### src/include/pwmcc_pkg.sv
/*
 pwmcc_pkg: register offsets, field positions, reset values and types for the
 pulse counter control block.
 assumes: Avalon-MM byte addresses, 32-bit data words.
*/
`default_nettype none
package pwmcc_pkg;
    localparam logic [11:0] ADDR_IRQ_MASK_SET   = 12'h304;
    localparam logic [11:0] ADDR_IRQ_MASK_CLEAR = 12'h308;
    localparam logic [11:0] ADDR_MODULE_ON      = 12'h500;
    localparam logic [11:0] ADDR_COUNT_DIR_SEL  = 12'h504;
    localparam logic [11:0] ADDR_WRAP_LIMIT     = 12'h508;
    localparam logic [11:0] ADDR_DECODER_LOAD   = 12'h510;
    localparam logic [11:0] ADDR_IRQ_STATUS     = 12'h520;
    localparam logic [11:0] ADDR_PULSE_COUNT    = 12'h524;
    localparam logic [11:0] ADDR_WAVE_TOP       = 12'h528;

    localparam int IRQ_LSB     = 1;
    localparam int IRQ_WIDTH   = 7;
    localparam int BIT_HALT    = 1;
    localparam int BIT_SEQBEG0 = 2;
    localparam int BIT_SEQBEG1 = 3;
    localparam int BIT_SEQFIN0 = 4;
    localparam int BIT_SEQFIN1 = 5;
    localparam int BIT_PERIOD  = 6;
    localparam int BIT_LOOPS   = 7;

    localparam int CNT_WIDTH = 15;

    localparam logic [IRQ_WIDTH-1:0] RST_IRQ_MASK   = 7'h00;
    localparam logic                 RST_MODULE_ON  = 1'h0;
    localparam logic                 RST_COUNT_DIR  = 1'h0;
    localparam logic [CNT_WIDTH-1:0] RST_WRAP_LIMIT = 15'h03FF;
    localparam logic [1:0]           RST_DECODER    = 2'h0;

    localparam logic       DIR_UP          = 1'h0;
    localparam logic       DIR_UP_DOWN     = 1'h1;
    localparam logic [1:0] LOAD_FOUR_SLOT  = 2'h3;

    localparam logic [31:0] READ_UNMAPPED = 32'h00000000;

    typedef enum logic [1:0] {
        BUS_IDLE,
        BUS_READ_ANS,
        BUS_WRITE_ANS
    } pwmcc_bus_t;
endpackage : pwmcc_pkg
`default_nettype wire

### src/hdl/pwmcc_counter.sv
/*
 pwmcc_counter: the 15-bit pulse counter, up or up-down, with wrap limit.
 assumes: top value and direction are steady while enabled; tick is a one-cycle enable.
*/
`timescale 1ns/1ps
`default_nettype none
module pwmcc_counter
    import pwmcc_pkg::*;
(
    input  wire logic                 clk,
    input  wire logic                 resetn,
    input  wire logic                 runEn,
    input  wire logic                 tick,
    input  wire logic                 countDirection,
    input  wire logic [CNT_WIDTH-1:0] topValue,
    output logic      [CNT_WIDTH-1:0] count,
    output logic                      periodBoundaryEvent
);
    logic [CNT_WIDTH-1:0] count_ff;
    logic                 goingDown_ff;
    logic                 period_ff;

    ////////////////////////////////////////////////////////////////////////
    always_ff @(posedge clk or negedge resetn)
    begin
        if (!resetn)
        begin
            count_ff     <= '0;
            goingDown_ff <= 1'b0;
            period_ff    <= 1'b0;
        end
        else if (!runEn)
        begin
            count_ff     <= '0;
            goingDown_ff <= 1'b0;
            period_ff    <= 1'b0;
        end
        else
        begin
            period_ff <= 1'b0;
            if (tick)
            begin
                if (countDirection == DIR_UP)
                begin
                    // edge aligned: wrap to zero at top
                    if (count_ff >= topValue)
                    begin
                        count_ff  <= '0;
                        period_ff <= 1'b1;
                    end
                    else
                    begin
                        count_ff <= count_ff + 15'h0001;
                    end
                    goingDown_ff <= 1'b0;
                end
                else if (!goingDown_ff)
                begin
                    // centre aligned: turn round at top
                    if (count_ff >= topValue)
                    begin
                        goingDown_ff <= 1'b1;
                        count_ff     <= (count_ff == 15'h0000) ? 15'h0000 : count_ff - 15'h0001;
                    end
                    else
                    begin
                        count_ff <= count_ff + 15'h0001;
                    end
                end
                else
                begin
                    if (count_ff <= 15'h0001)
                    begin
                        count_ff     <= '0;
                        goingDown_ff <= 1'b0;
                        period_ff    <= 1'b1;
                    end
                    else
                    begin
                        count_ff <= count_ff - 15'h0001;
                    end
                end
            end
        end
    end

    assign count               = count_ff;
    assign periodBoundaryEvent = period_ff;
endmodule : pwmcc_counter
`default_nettype wire

### src/hdl/pwmcc_top.sv
/*
 pwmcc_top: control registers of the pulse width unit, interrupt enables,
 sticky event flags, and the pulse counter.
 assumes: sequence decoder outside drives event pulses and the four-slot top
 value; one 10 MHz clock; Avalon-MM master as sole register client.
*/
// Added by the designer: register access over Avalon-MM.
// How it works
// a one written to bit 1 of the clear register disables the halt interrupt, zero does nothing, reads show enable.
// bits 2 and 3 disable the sequence-begun interrupts for sequences 0 and 1 and read back their enables.
// bits 4 and 5 disable the sequence-finished interrupts for sequences 0 and 1 and read back their enables.
// bits 6 and 7 disable the period-boundary and loop-exhausted interrupts and read back their enables.
// bit 0 of the module-on register switches the whole unit on, resetting to off; the code gates only the counter with it and drives the moduleOn port.
// direction zero, the reset value, counts upward only for edge-aligned pulses.
// direction one counts up to the top and back down for centre-aligned pulses.
// a 15-bit wrap limit register, reset to 1023, sets the top of the counter.
// in four-slot decoder load mode the fourth half-word is the top and the register is ignored.
// the period-boundary event fires at wrap in up mode and at the return to zero in up-down mode.
`timescale 1ns/1ps
`default_nettype none
module pwmcc_top
    import pwmcc_pkg::*;
(
    input  wire logic                 clk,
    input  wire logic                 resetn,
    input  wire logic [11:0]          avsAddress,
    input  wire logic                 avsRead,
    input  wire logic                 avsWrite,
    input  wire logic [31:0]          avsWriteData,
    input  wire logic [3:0]           avsByteEnable,
    output logic      [31:0]          avsReadData,
    output logic                      avsWaitRequest,
    input  wire logic                 countTick,
    input  wire logic                 haltDoneEvent,
    input  wire logic [1:0]           sequenceBegunEvent,
    input  wire logic [1:0]           sequenceFinishedEvent,
    input  wire logic                 loopCountExhaustedEvent,
    input  wire logic [CNT_WIDTH-1:0] waveTopValue,
    output logic                      moduleOn,
    output logic                      countDirection,
    output logic [1:0]                decoderLoad,
    output logic [CNT_WIDTH-1:0]      pulseCount,
    output logic                      periodBoundaryEvent,
    output logic                      irq
);
    pwmcc_bus_t           busState_ff;
    logic [31:0]          readData_ff;
    logic [IRQ_WIDTH-1:0] irqMask_ff;
    logic [IRQ_WIDTH-1:0] irqStatus_ff;
    logic                 moduleOn_ff;
    logic                 countDir_ff;
    logic [CNT_WIDTH-1:0] wrapLimit_ff;
    logic [1:0]           decoderLoad_ff;
    logic [11:0]          addr_ff;
    logic [31:0]          wdata_ff;
    logic [3:0]           be_ff;
    logic                 wrStrobe;
    logic [IRQ_WIDTH-1:0] eventVec;
    logic [CNT_WIDTH-1:0] activeTop;
    logic                 periodPulse;

    function automatic logic hitAddr(input logic [11:0] a, input logic [11:0] target);
        hitAddr = (a[11:2] == target[11:2]);
    endfunction : hitAddr

    ////////////////////////////////////////////////////////////////////////
    // two-cycle slave: capture, then answer with waitrequest low
    always_ff @(posedge clk or negedge resetn)
    begin
        if (!resetn)
        begin
            busState_ff <= BUS_IDLE;
            addr_ff     <= 12'h000;
            wdata_ff    <= 32'h00000000;
            be_ff       <= 4'h0;
        end
        else
        begin
            case (busState_ff)
                BUS_IDLE:
                begin
                    addr_ff  <= avsAddress;
                    wdata_ff <= avsWriteData;
                    be_ff    <= avsByteEnable;
                    if (avsWrite)
                        busState_ff <= BUS_WRITE_ANS;
                    else if (avsRead)
                        busState_ff <= BUS_READ_ANS;
                end
                default:
                begin
                    busState_ff <= BUS_IDLE;
                end
            endcase
        end
    end

    assign avsWaitRequest = (busState_ff == BUS_IDLE);
    assign wrStrobe       = (busState_ff == BUS_WRITE_ANS);

    ////////////////////////////////////////////////////////////////////////
    // interrupt enables: set and clear views of one register
    always_ff @(posedge clk or negedge resetn)
    begin
        if (!resetn)
        begin
            irqMask_ff <= RST_IRQ_MASK;
        end
        else if (wrStrobe && be_ff[0])
        begin
            if (hitAddr(addr_ff, ADDR_IRQ_MASK_CLEAR))
                irqMask_ff <= irqMask_ff & ~wdata_ff[IRQ_LSB +: IRQ_WIDTH];
            else if (hitAddr(addr_ff, ADDR_IRQ_MASK_SET))
                irqMask_ff <= irqMask_ff | wdata_ff[IRQ_LSB +: IRQ_WIDTH];
        end
    end

    ////////////////////////////////////////////////////////////////////////
    // sticky event flags, set wins over a write-one clear
    assign eventVec = {loopCountExhaustedEvent, periodPulse, sequenceFinishedEvent,
                       sequenceBegunEvent, haltDoneEvent};

    always_ff @(posedge clk or negedge resetn)
    begin
        if (!resetn)
        begin
            irqStatus_ff <= '0;
        end
        else
        begin
            if (wrStrobe && be_ff[0] && hitAddr(addr_ff, ADDR_IRQ_STATUS))
                irqStatus_ff <= (irqStatus_ff & ~wdata_ff[IRQ_LSB +: IRQ_WIDTH]) | eventVec;
            else
                irqStatus_ff <= irqStatus_ff | eventVec;
        end
    end

    assign irq = |(irqStatus_ff & irqMask_ff);

    ////////////////////////////////////////////////////////////////////////
    // configuration registers
    always_ff @(posedge clk or negedge resetn)
    begin
        if (!resetn)
        begin
            moduleOn_ff    <= RST_MODULE_ON;
            countDir_ff    <= RST_COUNT_DIR;
            wrapLimit_ff   <= RST_WRAP_LIMIT;
            decoderLoad_ff <= RST_DECODER;
        end
        else if (wrStrobe)
        begin
            if (hitAddr(addr_ff, ADDR_MODULE_ON))
            begin
                if (be_ff[0])
                    moduleOn_ff <= wdata_ff[0];
            end
            else if (hitAddr(addr_ff, ADDR_COUNT_DIR_SEL))
            begin
                if (be_ff[0])
                    countDir_ff <= wdata_ff[0];
            end
            else if (hitAddr(addr_ff, ADDR_WRAP_LIMIT))
            begin
                // byte lanes honoured; bit 15 and above not stored
                if (be_ff[0])
                    wrapLimit_ff[7:0] <= wdata_ff[7:0];
                if (be_ff[1])
                    wrapLimit_ff[14:8] <= wdata_ff[14:8];
            end
            else if (hitAddr(addr_ff, ADDR_DECODER_LOAD))
            begin
                if (be_ff[0])
                    decoderLoad_ff <= wdata_ff[1:0];
            end
        end
    end

    // four-slot load takes its top from the sequence, not the register
    assign activeTop = (decoderLoad_ff == LOAD_FOUR_SLOT) ? waveTopValue : wrapLimit_ff;

    ////////////////////////////////////////////////////////////////////////
    // read data register, unmapped reads return zero
    always_ff @(posedge clk or negedge resetn)
    begin
        if (!resetn)
        begin
            readData_ff <= 32'h00000000;
        end
        else if (busState_ff == BUS_IDLE && avsRead && !avsWrite)
        begin
            if (hitAddr(avsAddress, ADDR_IRQ_MASK_SET) || hitAddr(avsAddress, ADDR_IRQ_MASK_CLEAR))
                readData_ff <= {24'h000000, irqMask_ff, 1'b0};
            else if (hitAddr(avsAddress, ADDR_IRQ_STATUS))
                readData_ff <= {24'h000000, irqStatus_ff, 1'b0};
            else if (hitAddr(avsAddress, ADDR_MODULE_ON))
                readData_ff <= {31'h00000000, moduleOn_ff};
            else if (hitAddr(avsAddress, ADDR_COUNT_DIR_SEL))
                readData_ff <= {31'h00000000, countDir_ff};
            else if (hitAddr(avsAddress, ADDR_WRAP_LIMIT))
                readData_ff <= {17'h00000, wrapLimit_ff};
            else if (hitAddr(avsAddress, ADDR_DECODER_LOAD))
                readData_ff <= {30'h00000000, decoderLoad_ff};
            else if (hitAddr(avsAddress, ADDR_PULSE_COUNT))
                readData_ff <= {17'h00000, pulseCount};
            else if (hitAddr(avsAddress, ADDR_WAVE_TOP))
                readData_ff <= {17'h00000, activeTop};
            else
                readData_ff <= READ_UNMAPPED;
        end
    end

    assign avsReadData = readData_ff;

    ////////////////////////////////////////////////////////////////////////
    pwmcc_counter uCounter (
        .clk                 (clk),
        .resetn              (resetn),
        .runEn               (moduleOn_ff),
        .tick                (countTick),
        .countDirection      (countDir_ff),
        .topValue            (activeTop),
        .count               (pulseCount),
        .periodBoundaryEvent (periodPulse)
    );

    assign moduleOn            = moduleOn_ff;
    assign countDirection      = countDir_ff;
    assign decoderLoad         = decoderLoad_ff;
    assign periodBoundaryEvent = periodPulse;
endmodule : pwmcc_top
`default_nettype wire

### config.mk
export PLATFORM = sky130hd
export DESIGN_NAME = pwmcc_top
export DESIGN_NICKNAME = d
export VERILOG_FILES = /design/src/include/pwmcc_pkg.sv /design/src/hdl/pwmcc_counter.sv /design/src/hdl/pwmcc_top.sv
export SDC_FILE = /design/constraint.sdc
export NUM_CORES = 1
export LEC_CHECK = 0
export ABC_AREA = 1
export BUFFER_PORTS_ARGS = -buffer_cell sky130_fd_sc_hd__buf_2
export CAP_MARGIN = 20
export CELL_PAD_IN_SITES_DETAIL_PLACEMENT = 0
export CELL_PAD_IN_SITES_GLOBAL_PLACEMENT = 1
export CORE_MARGIN = 2
export CORE_UTILIZATION = 44
export CTS_BUF_LIST = sky130_fd_sc_hd__clkbuf_8
export DETAILED_ROUTE_END_ITERATION = 10
export PLACE_DENSITY = 0.86
export SLEW_MARGIN = 25
export SYNTH_ARGS = -nofsm -noshare
export SYNTH_HDL_FRONTEND = slang
export SYNTH_HIERARCHICAL = 1
export SYNTH_SLANG_ARGS = --single-unit
### constraint.sdc
create_clock -name clk -period 5.31 [get_ports clk]
set_input_delay 0.2655 -clock clk [delete_from_list [all_inputs] [get_ports clk]]
set_output_delay 0.2655 -clock clk [all_outputs]
set_load 0.05 [all_outputs]
* Word level (Yosys, flattened, before mapping)
Cells that the tools add are included.
** Operators by class
- Add/subtract/negate cells :: 2
- Magnitude comparators :: 2
- Equality and inequality tests :: 20
- Multiplexer cells :: 34
- Bitwise logic cells :: 10
- Reduce and logical (&&, ||, !) cells :: 16
** Operators by type and width (number)
- 2-to-1 mux 15 bit :: 17
- == test 10 x 9 -> 1 bit, second input constant :: 12
- == test 10 x 8 -> 1 bit, second input constant :: 4
- bitwise AND 7 bit :: 3
- 2-to-1 mux 7 bit :: 3
- OR 7 bit :: 3
- adder 15 x 1 -> 15 bit, second input constant :: 1
- >= comparator 15 bit :: 1
- <= comparator 15 x 1 -> 1 bit, second input constant :: 1
- zero test 15 bit :: 1
- subtractor 15 x 1 -> 15 bit, second input constant :: 1
- 2-to-1 mux 1 bit :: 11
- AND reduction 5 bit :: 2
- NOT 7 bit :: 1
- OR reduction 7 bit :: 1
- 2-to-1 mux 2 bit :: 3
- AND reduction 6 bit :: 1
- == test 2 bit, second input constant :: 2
- logical AND 1 bit :: 4
- AND reduction 4 bit :: 1
- != test 3 bit, second input constant :: 1
- NOT 1 bit :: 3
- AND reduction 3 bit :: 1
- zero test 2 bit :: 1
- other kinds (5) :: 5
** Word-level totals
- Register bits :: 113
- Input bits :: 74
- Output and inout port bits :: 54
- Logic and storage cells :: 99

* Longest topological paths before layout
- Depth after elaboration :: 10
- Depth in mapped cells :: 19

* Cells and area by module
Netlist, hierarchy kept.
** Modules (own cells, without submodules)
- pwmcc_top :: instances 1, cells an instance 560, area an instance 4189.0 sq um, seq. area each 1939.4 sq um
- pwmcc_counter :: instances 1, cells an instance 333, area an instance 2109.5 sq um, seq. area each 425.4 sq um

* Worst setup path after synthesis
OpenSTA, ideal clock, no wires.
- Kind :: register to register
- Start point :: register decoderLoad_ff[0], in the netlist decoderLoad[0]
- End point :: register uCounter.count_ff[6], in the netlist uCounter/count[6]
- Setup time :: 0.119 ns
- Arrival :: 2.521 ns
- Data required time :: 5.191 ns
- Slack :: 2.670 ns
- Cell stages (with the launch flop) :: 19
- Buffers on the path :: 2
- Period minus slack after synthesis :: 2.640 ns
- Cell sequence :: dfrtp_1 > nand2_2 > buf_2 > a21oi_1 > inv_1 > ha_1 > a21oi_1 > nand2_1 > nand2_1 > nand2_1 > nand2_1 > nand3_1 > nand2_1 > nand2_4 > buf_6 > nand2_2 > nand2_1 > nand2_1 > nand2_1
** Between the ends
- Longest elaborated chain between the ends :: 8
- Elaborated cells on any way between the ends :: 9
- Classes of those cells :: order compare (1); eq/ne (1); mux (7)
** RTL lines
- start, declared :: RTL line pwmcc_top.sv:53 : logic [1:0] decoderLoad_ff;
- start signal, assigned :: RTL line pwmcc_top.sv:174 : decoderLoad_ff <= wdata_ff[1:0];
- == test 2 bit * :: RTL line pwmcc_top.sv:180 : assign activeTop = (decoderLoad_ff == LOAD_FOUR_SLOT) ? waveTopValue : wrapLimit_ff;
- 2-to-1 mux 15 bit * :: RTL line pwmcc_top.sv:180
- via activeTop[2] :: RTL line pwmcc_top.sv:59 : logic [CNT_WIDTH-1:0] activeTop;
- >= comparator 15 bit * :: RTL line pwmcc_counter.sv:46, pwmcc_counter.sv:60
- 2-to-1 mux 15 bit :: RTL line pwmcc_counter.sv:60 : if (count_ff >= topValue)
- 2-to-1 mux 15 bit :: RTL line pwmcc_counter.sv:57 : else if (!goingDown_ff)
- 2-to-1 mux 15 bit * :: RTL line pwmcc_counter.sv:43 : if (countDirection == DIR_UP)
- 2-to-1 mux 15 bit * :: RTL line pwmcc_counter.sv:41 : if (tick)
- 2-to-1 mux 15 bit * :: RTL line pwmcc_counter.sv:32 : else if (!runEn)
- end signal, assigned :: RTL line pwmcc_counter.sv:53 : count_ff <= count_ff + 15'h0001;
- end signal, assigned :: RTL line pwmcc_counter.sv:63 : count_ff <= (count_ff == 15'h0000) ? 15'h0000 : count_ff - 15'h0001;
- end signal, assigned :: RTL line pwmcc_counter.sv:67 : count_ff <= count_ff + 15'h0001;
- end, declared :: RTL line pwmcc_counter.sv:19 : logic [CNT_WIDTH-1:0] count_ff;
The timed path passes the listed nets; every way through them passes the cells marked *. The select of a mux whose other input is x is not followed.
A chain may end at the register's enable or synchronous reset.

* Final worst setup path
- Start point :: register decoderLoad_ff[0], in the netlist decoderLoad[0]
- End point :: register uCounter.count_ff[14], in the netlist uCounter/count[14]
The elaborated chain is that of the path after synthesis.

==> results <==
- The flow ran to the end, and the final reports show no timing, DRC or antenna violations.
- The total count of max-transition violations in the final report is 0.
- The clock tree synthesis step divided the H-tree into 3 levels.
- The setup path with the least slack is of type reg2reg.
- The dominant cell by count in the synthesized netlist is nand2_1.
- The number of DRC markers after the initial detailed-route iteration is 391.
- In this run the static leakage power is 3.83 nW.
- By count the netlist is led by nand2_1, inv_1, dfrtp_1.
- Counting cells, the worst reg-to-reg path comes to 15.
- The synthesized netlist occupies a cell area of 6300 um2.
- Clock tree synthesis inserted a total of 9 buffers.
- The worst path uses 58.0% of the clock period.
- The worst setup path is launched from a register.
- Setup repair after global routing left no endpoint under its margin.
- The count of clock tree sinks is 94.
- The ratio of cells with drive above 1 in the final layout is 17.9%.
- The design draws 0.00155 W.
- The maximum clock skew at final layout is 0.0129 ns.
- The synthesized instance count is 893.
- After detailed routing, the total wire length is 16.6 mm.
- In the final design database the tool counted 1062 nets.
- The initial antenna violation count is 0.
- The residual overflow from global routing is 0.
- Power spread over the standard cell area amounts to 220 nW/um2.
- Sorting the synthesized cells by area gives the leading types as dfrtp_1, nand2_1, inv_1.
- After floorplanning, the core was divided into 43 placement rows.
- The layout has 1455 filler cells.
- The total core area is 13900 um2.
- The average wire per cell in the routed design is 14.4 um.
- Once the clock tree was built, the setup fixing pass inserted 0 buffers.
- Each instance of the synthesized netlist takes up on average 7.05 um2.
- After legalization and detailed placement, the total HPWL measured 12.4 mm.
- In this run the cell area measured after placement is 6760 um2.
- The initial core utilization is 45.2%.
- Global routing used 23.1% of the available tracks.
- The total negative setup slack is 0 ns.
- For this design, the slowest cell found on the critical path is dfrtp_1.
- STA puts the critical path data required time at 5.65 ns.
- After routing the design area is 7030 um2.
- The largest single stage delay on the critical path is 0.71 ns.
- The TritonCTS clock tree is yes.
- The final number of setup-violating endpoints is 0.
- 0 antenna diodes ended up in the layout.
- The total via count in the routed design is 5660.
- At the worst endpoint, the arrival time is 3.41 ns.
- The endpoint class of the critical path is a register.
- The cell accounting for the most synthesized area is dfrtp_1.
- The later pin in the worst-skew pair is clocked with a latency of 0.39 ns.
- In this run the vertical extent of the chip is 124 um.
- The first-pass GRT wire length is 27.0 mm.
- The buffering stage count on the worst path with inverters included is 2.
- The routed via count divided by cell count is 4.90.
- The pin count of the biggest net entering global routing is 51.
- Compared with the post-synthesis result, the final layout area differs by 11.7%.
- For this run, the number of Yosys warnings is 6.
- The via count of the first global-routing pass is 5215.
- The worst slew slack as a fraction of its limit is 52.8%.
- The number of max-capacitance violations reported is 0.
- The share of flip-flops with an asynchronous set or reset after synthesis is 100%.
- In this run the deepest clock path goes through 2 buffers.
- The horizontal extent of the die is 124 um.
- The path class of the tightest hold or removal check is in2reg.
- The hold violation total from the final report is 0.
- In this design, the critical path's most frequently occurring cell is nand2_1.
- The commonest register cell after synthesis is dfrtp_1.
- The achievable clock frequency is 0.325 GHz.
- The critical path goes through nand2_2, a21oi_1, inv_1, ha_1, a21oi_1, nand2_1, nand2_1, nand2_1, nand2_1, nand4_1, inv_1, nand2_1, nand2_1, nand2_1, nand2_1.
- In the routed design, unresolved DRC markers number 0.
- The transition at the pin with the smallest max-transition slack is 0.707 ns.
- Along the worst path, the maximum fanout reaches 18.
- The cell family with the largest share of critical-path delay is simple AND/OR/NAND/NOR gates.
- The number of routed nets with antenna violations is 0.
- The quantity of I/O buffers inserted on ports is 89.
- The clock tree root buffer cell is clkbuf_8.
- The full die area is 15300 um2.
- The first TritonRoute pass finished after 5 iterations.
- Across the VDD grid, the largest voltage drop is 155 uV.
- The top-area cell type share of the netlist area is 33.4%.
- The placer congestion estimate is 0.915.
- Along the worst hold path, the cell count comes to 3.
- The clock-pin slew reported for the worst setup and hold paths after clock tree synthesis is 0.10 ns.
- The synthesized design contains 94 register bits.
- After synthesis, flip-flops and latches occupy 37.5% of the total area.
- The number of primary I/O pins is 128.
- In this run, distinct cell masters in the synthesized netlist total 39.
- In this run the number of cells on the critical path is 15.
- The time the final worst path needs with I/O delays and setup is 3.08 ns.
- The number of synthesized flops with an enable pin is 0.
## what timing repair did
action                                 CTS  global route
gates resized for setup                  0             0
hold buffers                             1             0
endpoints found under the hold margin   45             0
## state kept, by name, indices dropped and copies added (netlist names), 2 cells and up, named ones only
register	flops
addr_ff	10
avsReadData	15
be_ff	2
busState_ff	2
decoderLoad	2
irqStatus_ff	7
uCounter/count	15
wdata_ff	15
wrapLimit_ff	15
## layout make-up
type	count	area, um2	area share (%)
tap	180	225	3.20
inverter	117	439	6.24
clock buffer	10	138	1.96
clock inverter	6	92.6	1.32
sequential	94	2360	33.6
multi-input combinational	654	3270	46.5
timing repair buffer	93	500	7.12
## tightest hold or removal path: cells and delay by family
| family | cells | cell delay (ns) |
|---|---|---|
| buf+inv | 2 | 0.10 |
| simple gates | 1 | 0.05 |
## report_power, final
part / switching [W] / total [W] / internal [W]
clock network: 0.000284 / 0.000566 / 0.000282
registers: 0.0000228 / 0.000777 / 0.000754
logic: 0.000152 / 0.000207 / 0.0000542
total: 0.000459 / 0.00155 / 0.00109
## worst paths after layout
kind / endpoint / startpoint / slack [ns]
worst max register to register: uCounter/count[14] / decoderLoad[0] / 2.23
worst min register to register: irqStatus_ff[5] / uCounter/periodBoundaryEvent / 0.47
max in group asynchronous: uCounter/count[3] / resetn / 3.85
worst max-delay path: uCounter/count[14] / decoderLoad[0] / 2.23
worst min-delay path: irqStatus_ff[2] / sequenceBegunEvent[1] / 0.05
min in group asynchronous: addr_ff[10] / resetn / 0.42
## logic make-up after synthesis
group	share of synthesized area, %
adder cells (fa/ha/maj)	3.77
buffers and inverters	11.7
flip-flops	37.5
other	0.0595
XOR/XNOR	3.06
multiplexers	0.358
AND/OR/NAND/NOR	34.7
AO/OA/AOI/OAI	8.82
## routing by layer
metal | wire, um | GRT usage (%) | vias up
li1 | - | - | 2938
met1 | 7980 | 32.5 | 2523
met2 | 7300 | 36.1 | 180
met3 | 994 | 3.39 | 19
met4 | 359 | 8.59 | 0
met5 | 0 | 0 | -
## through the flow
stage               cells  utilization, %  setup slack [ns]  hold slack [ns]
floorplan             909               -              2.67          -0.0301
global placement     1136            48.5              2.20            0.307
detailed placement   1136            48.5              2.22            0.310
CTS                  1153            50.2              2.21           0.0368
global route         1154            50.5              1.93           0.0590
finish               1154            50.5              2.23           0.0521
## layout by cell type (no fill, tap or decap), types with 2 or more instances in the layout
cell | Yosys | final
clkbuf_8 | 0 | 10
mux2_2 | 2 | 2
nand2_1 | 299 | 299
ha_1 | 19 | 19
nand2_2 | 15 | 15
o21ai_1 | 13 | 13
nand4_1 | 25 | 25
nor2_2 | 6 | 7
nand3_1 | 48 | 47
conb_1 | 1 | 17
bufinv_16 | 0 | 2
o211ai_1 | 2 | 2
nor3_2 | 3 | 3
inv_2 | 6 | 6
dfstp_2 | 10 | 10
xor2_1 | 21 | 21
nor2_4 | 7 | 8
nor4_1 | 2 | 2
clkinv_1 | 4 | 4
o21ai_0 | 59 | 59
buf_4 | 21 | 3
inv_1 | 107 | 107
nor3_4 | 2 | 2
a21oi_1 | 27 | 27
buf_2 | 6 | 88
nor2_1 | 65 | 63
nand3_2 | 8 | 9
nor3_1 | 4 | 4
dfrtp_1 | 84 | 84
No activity file was read; power rests on OpenSTA's default activity.
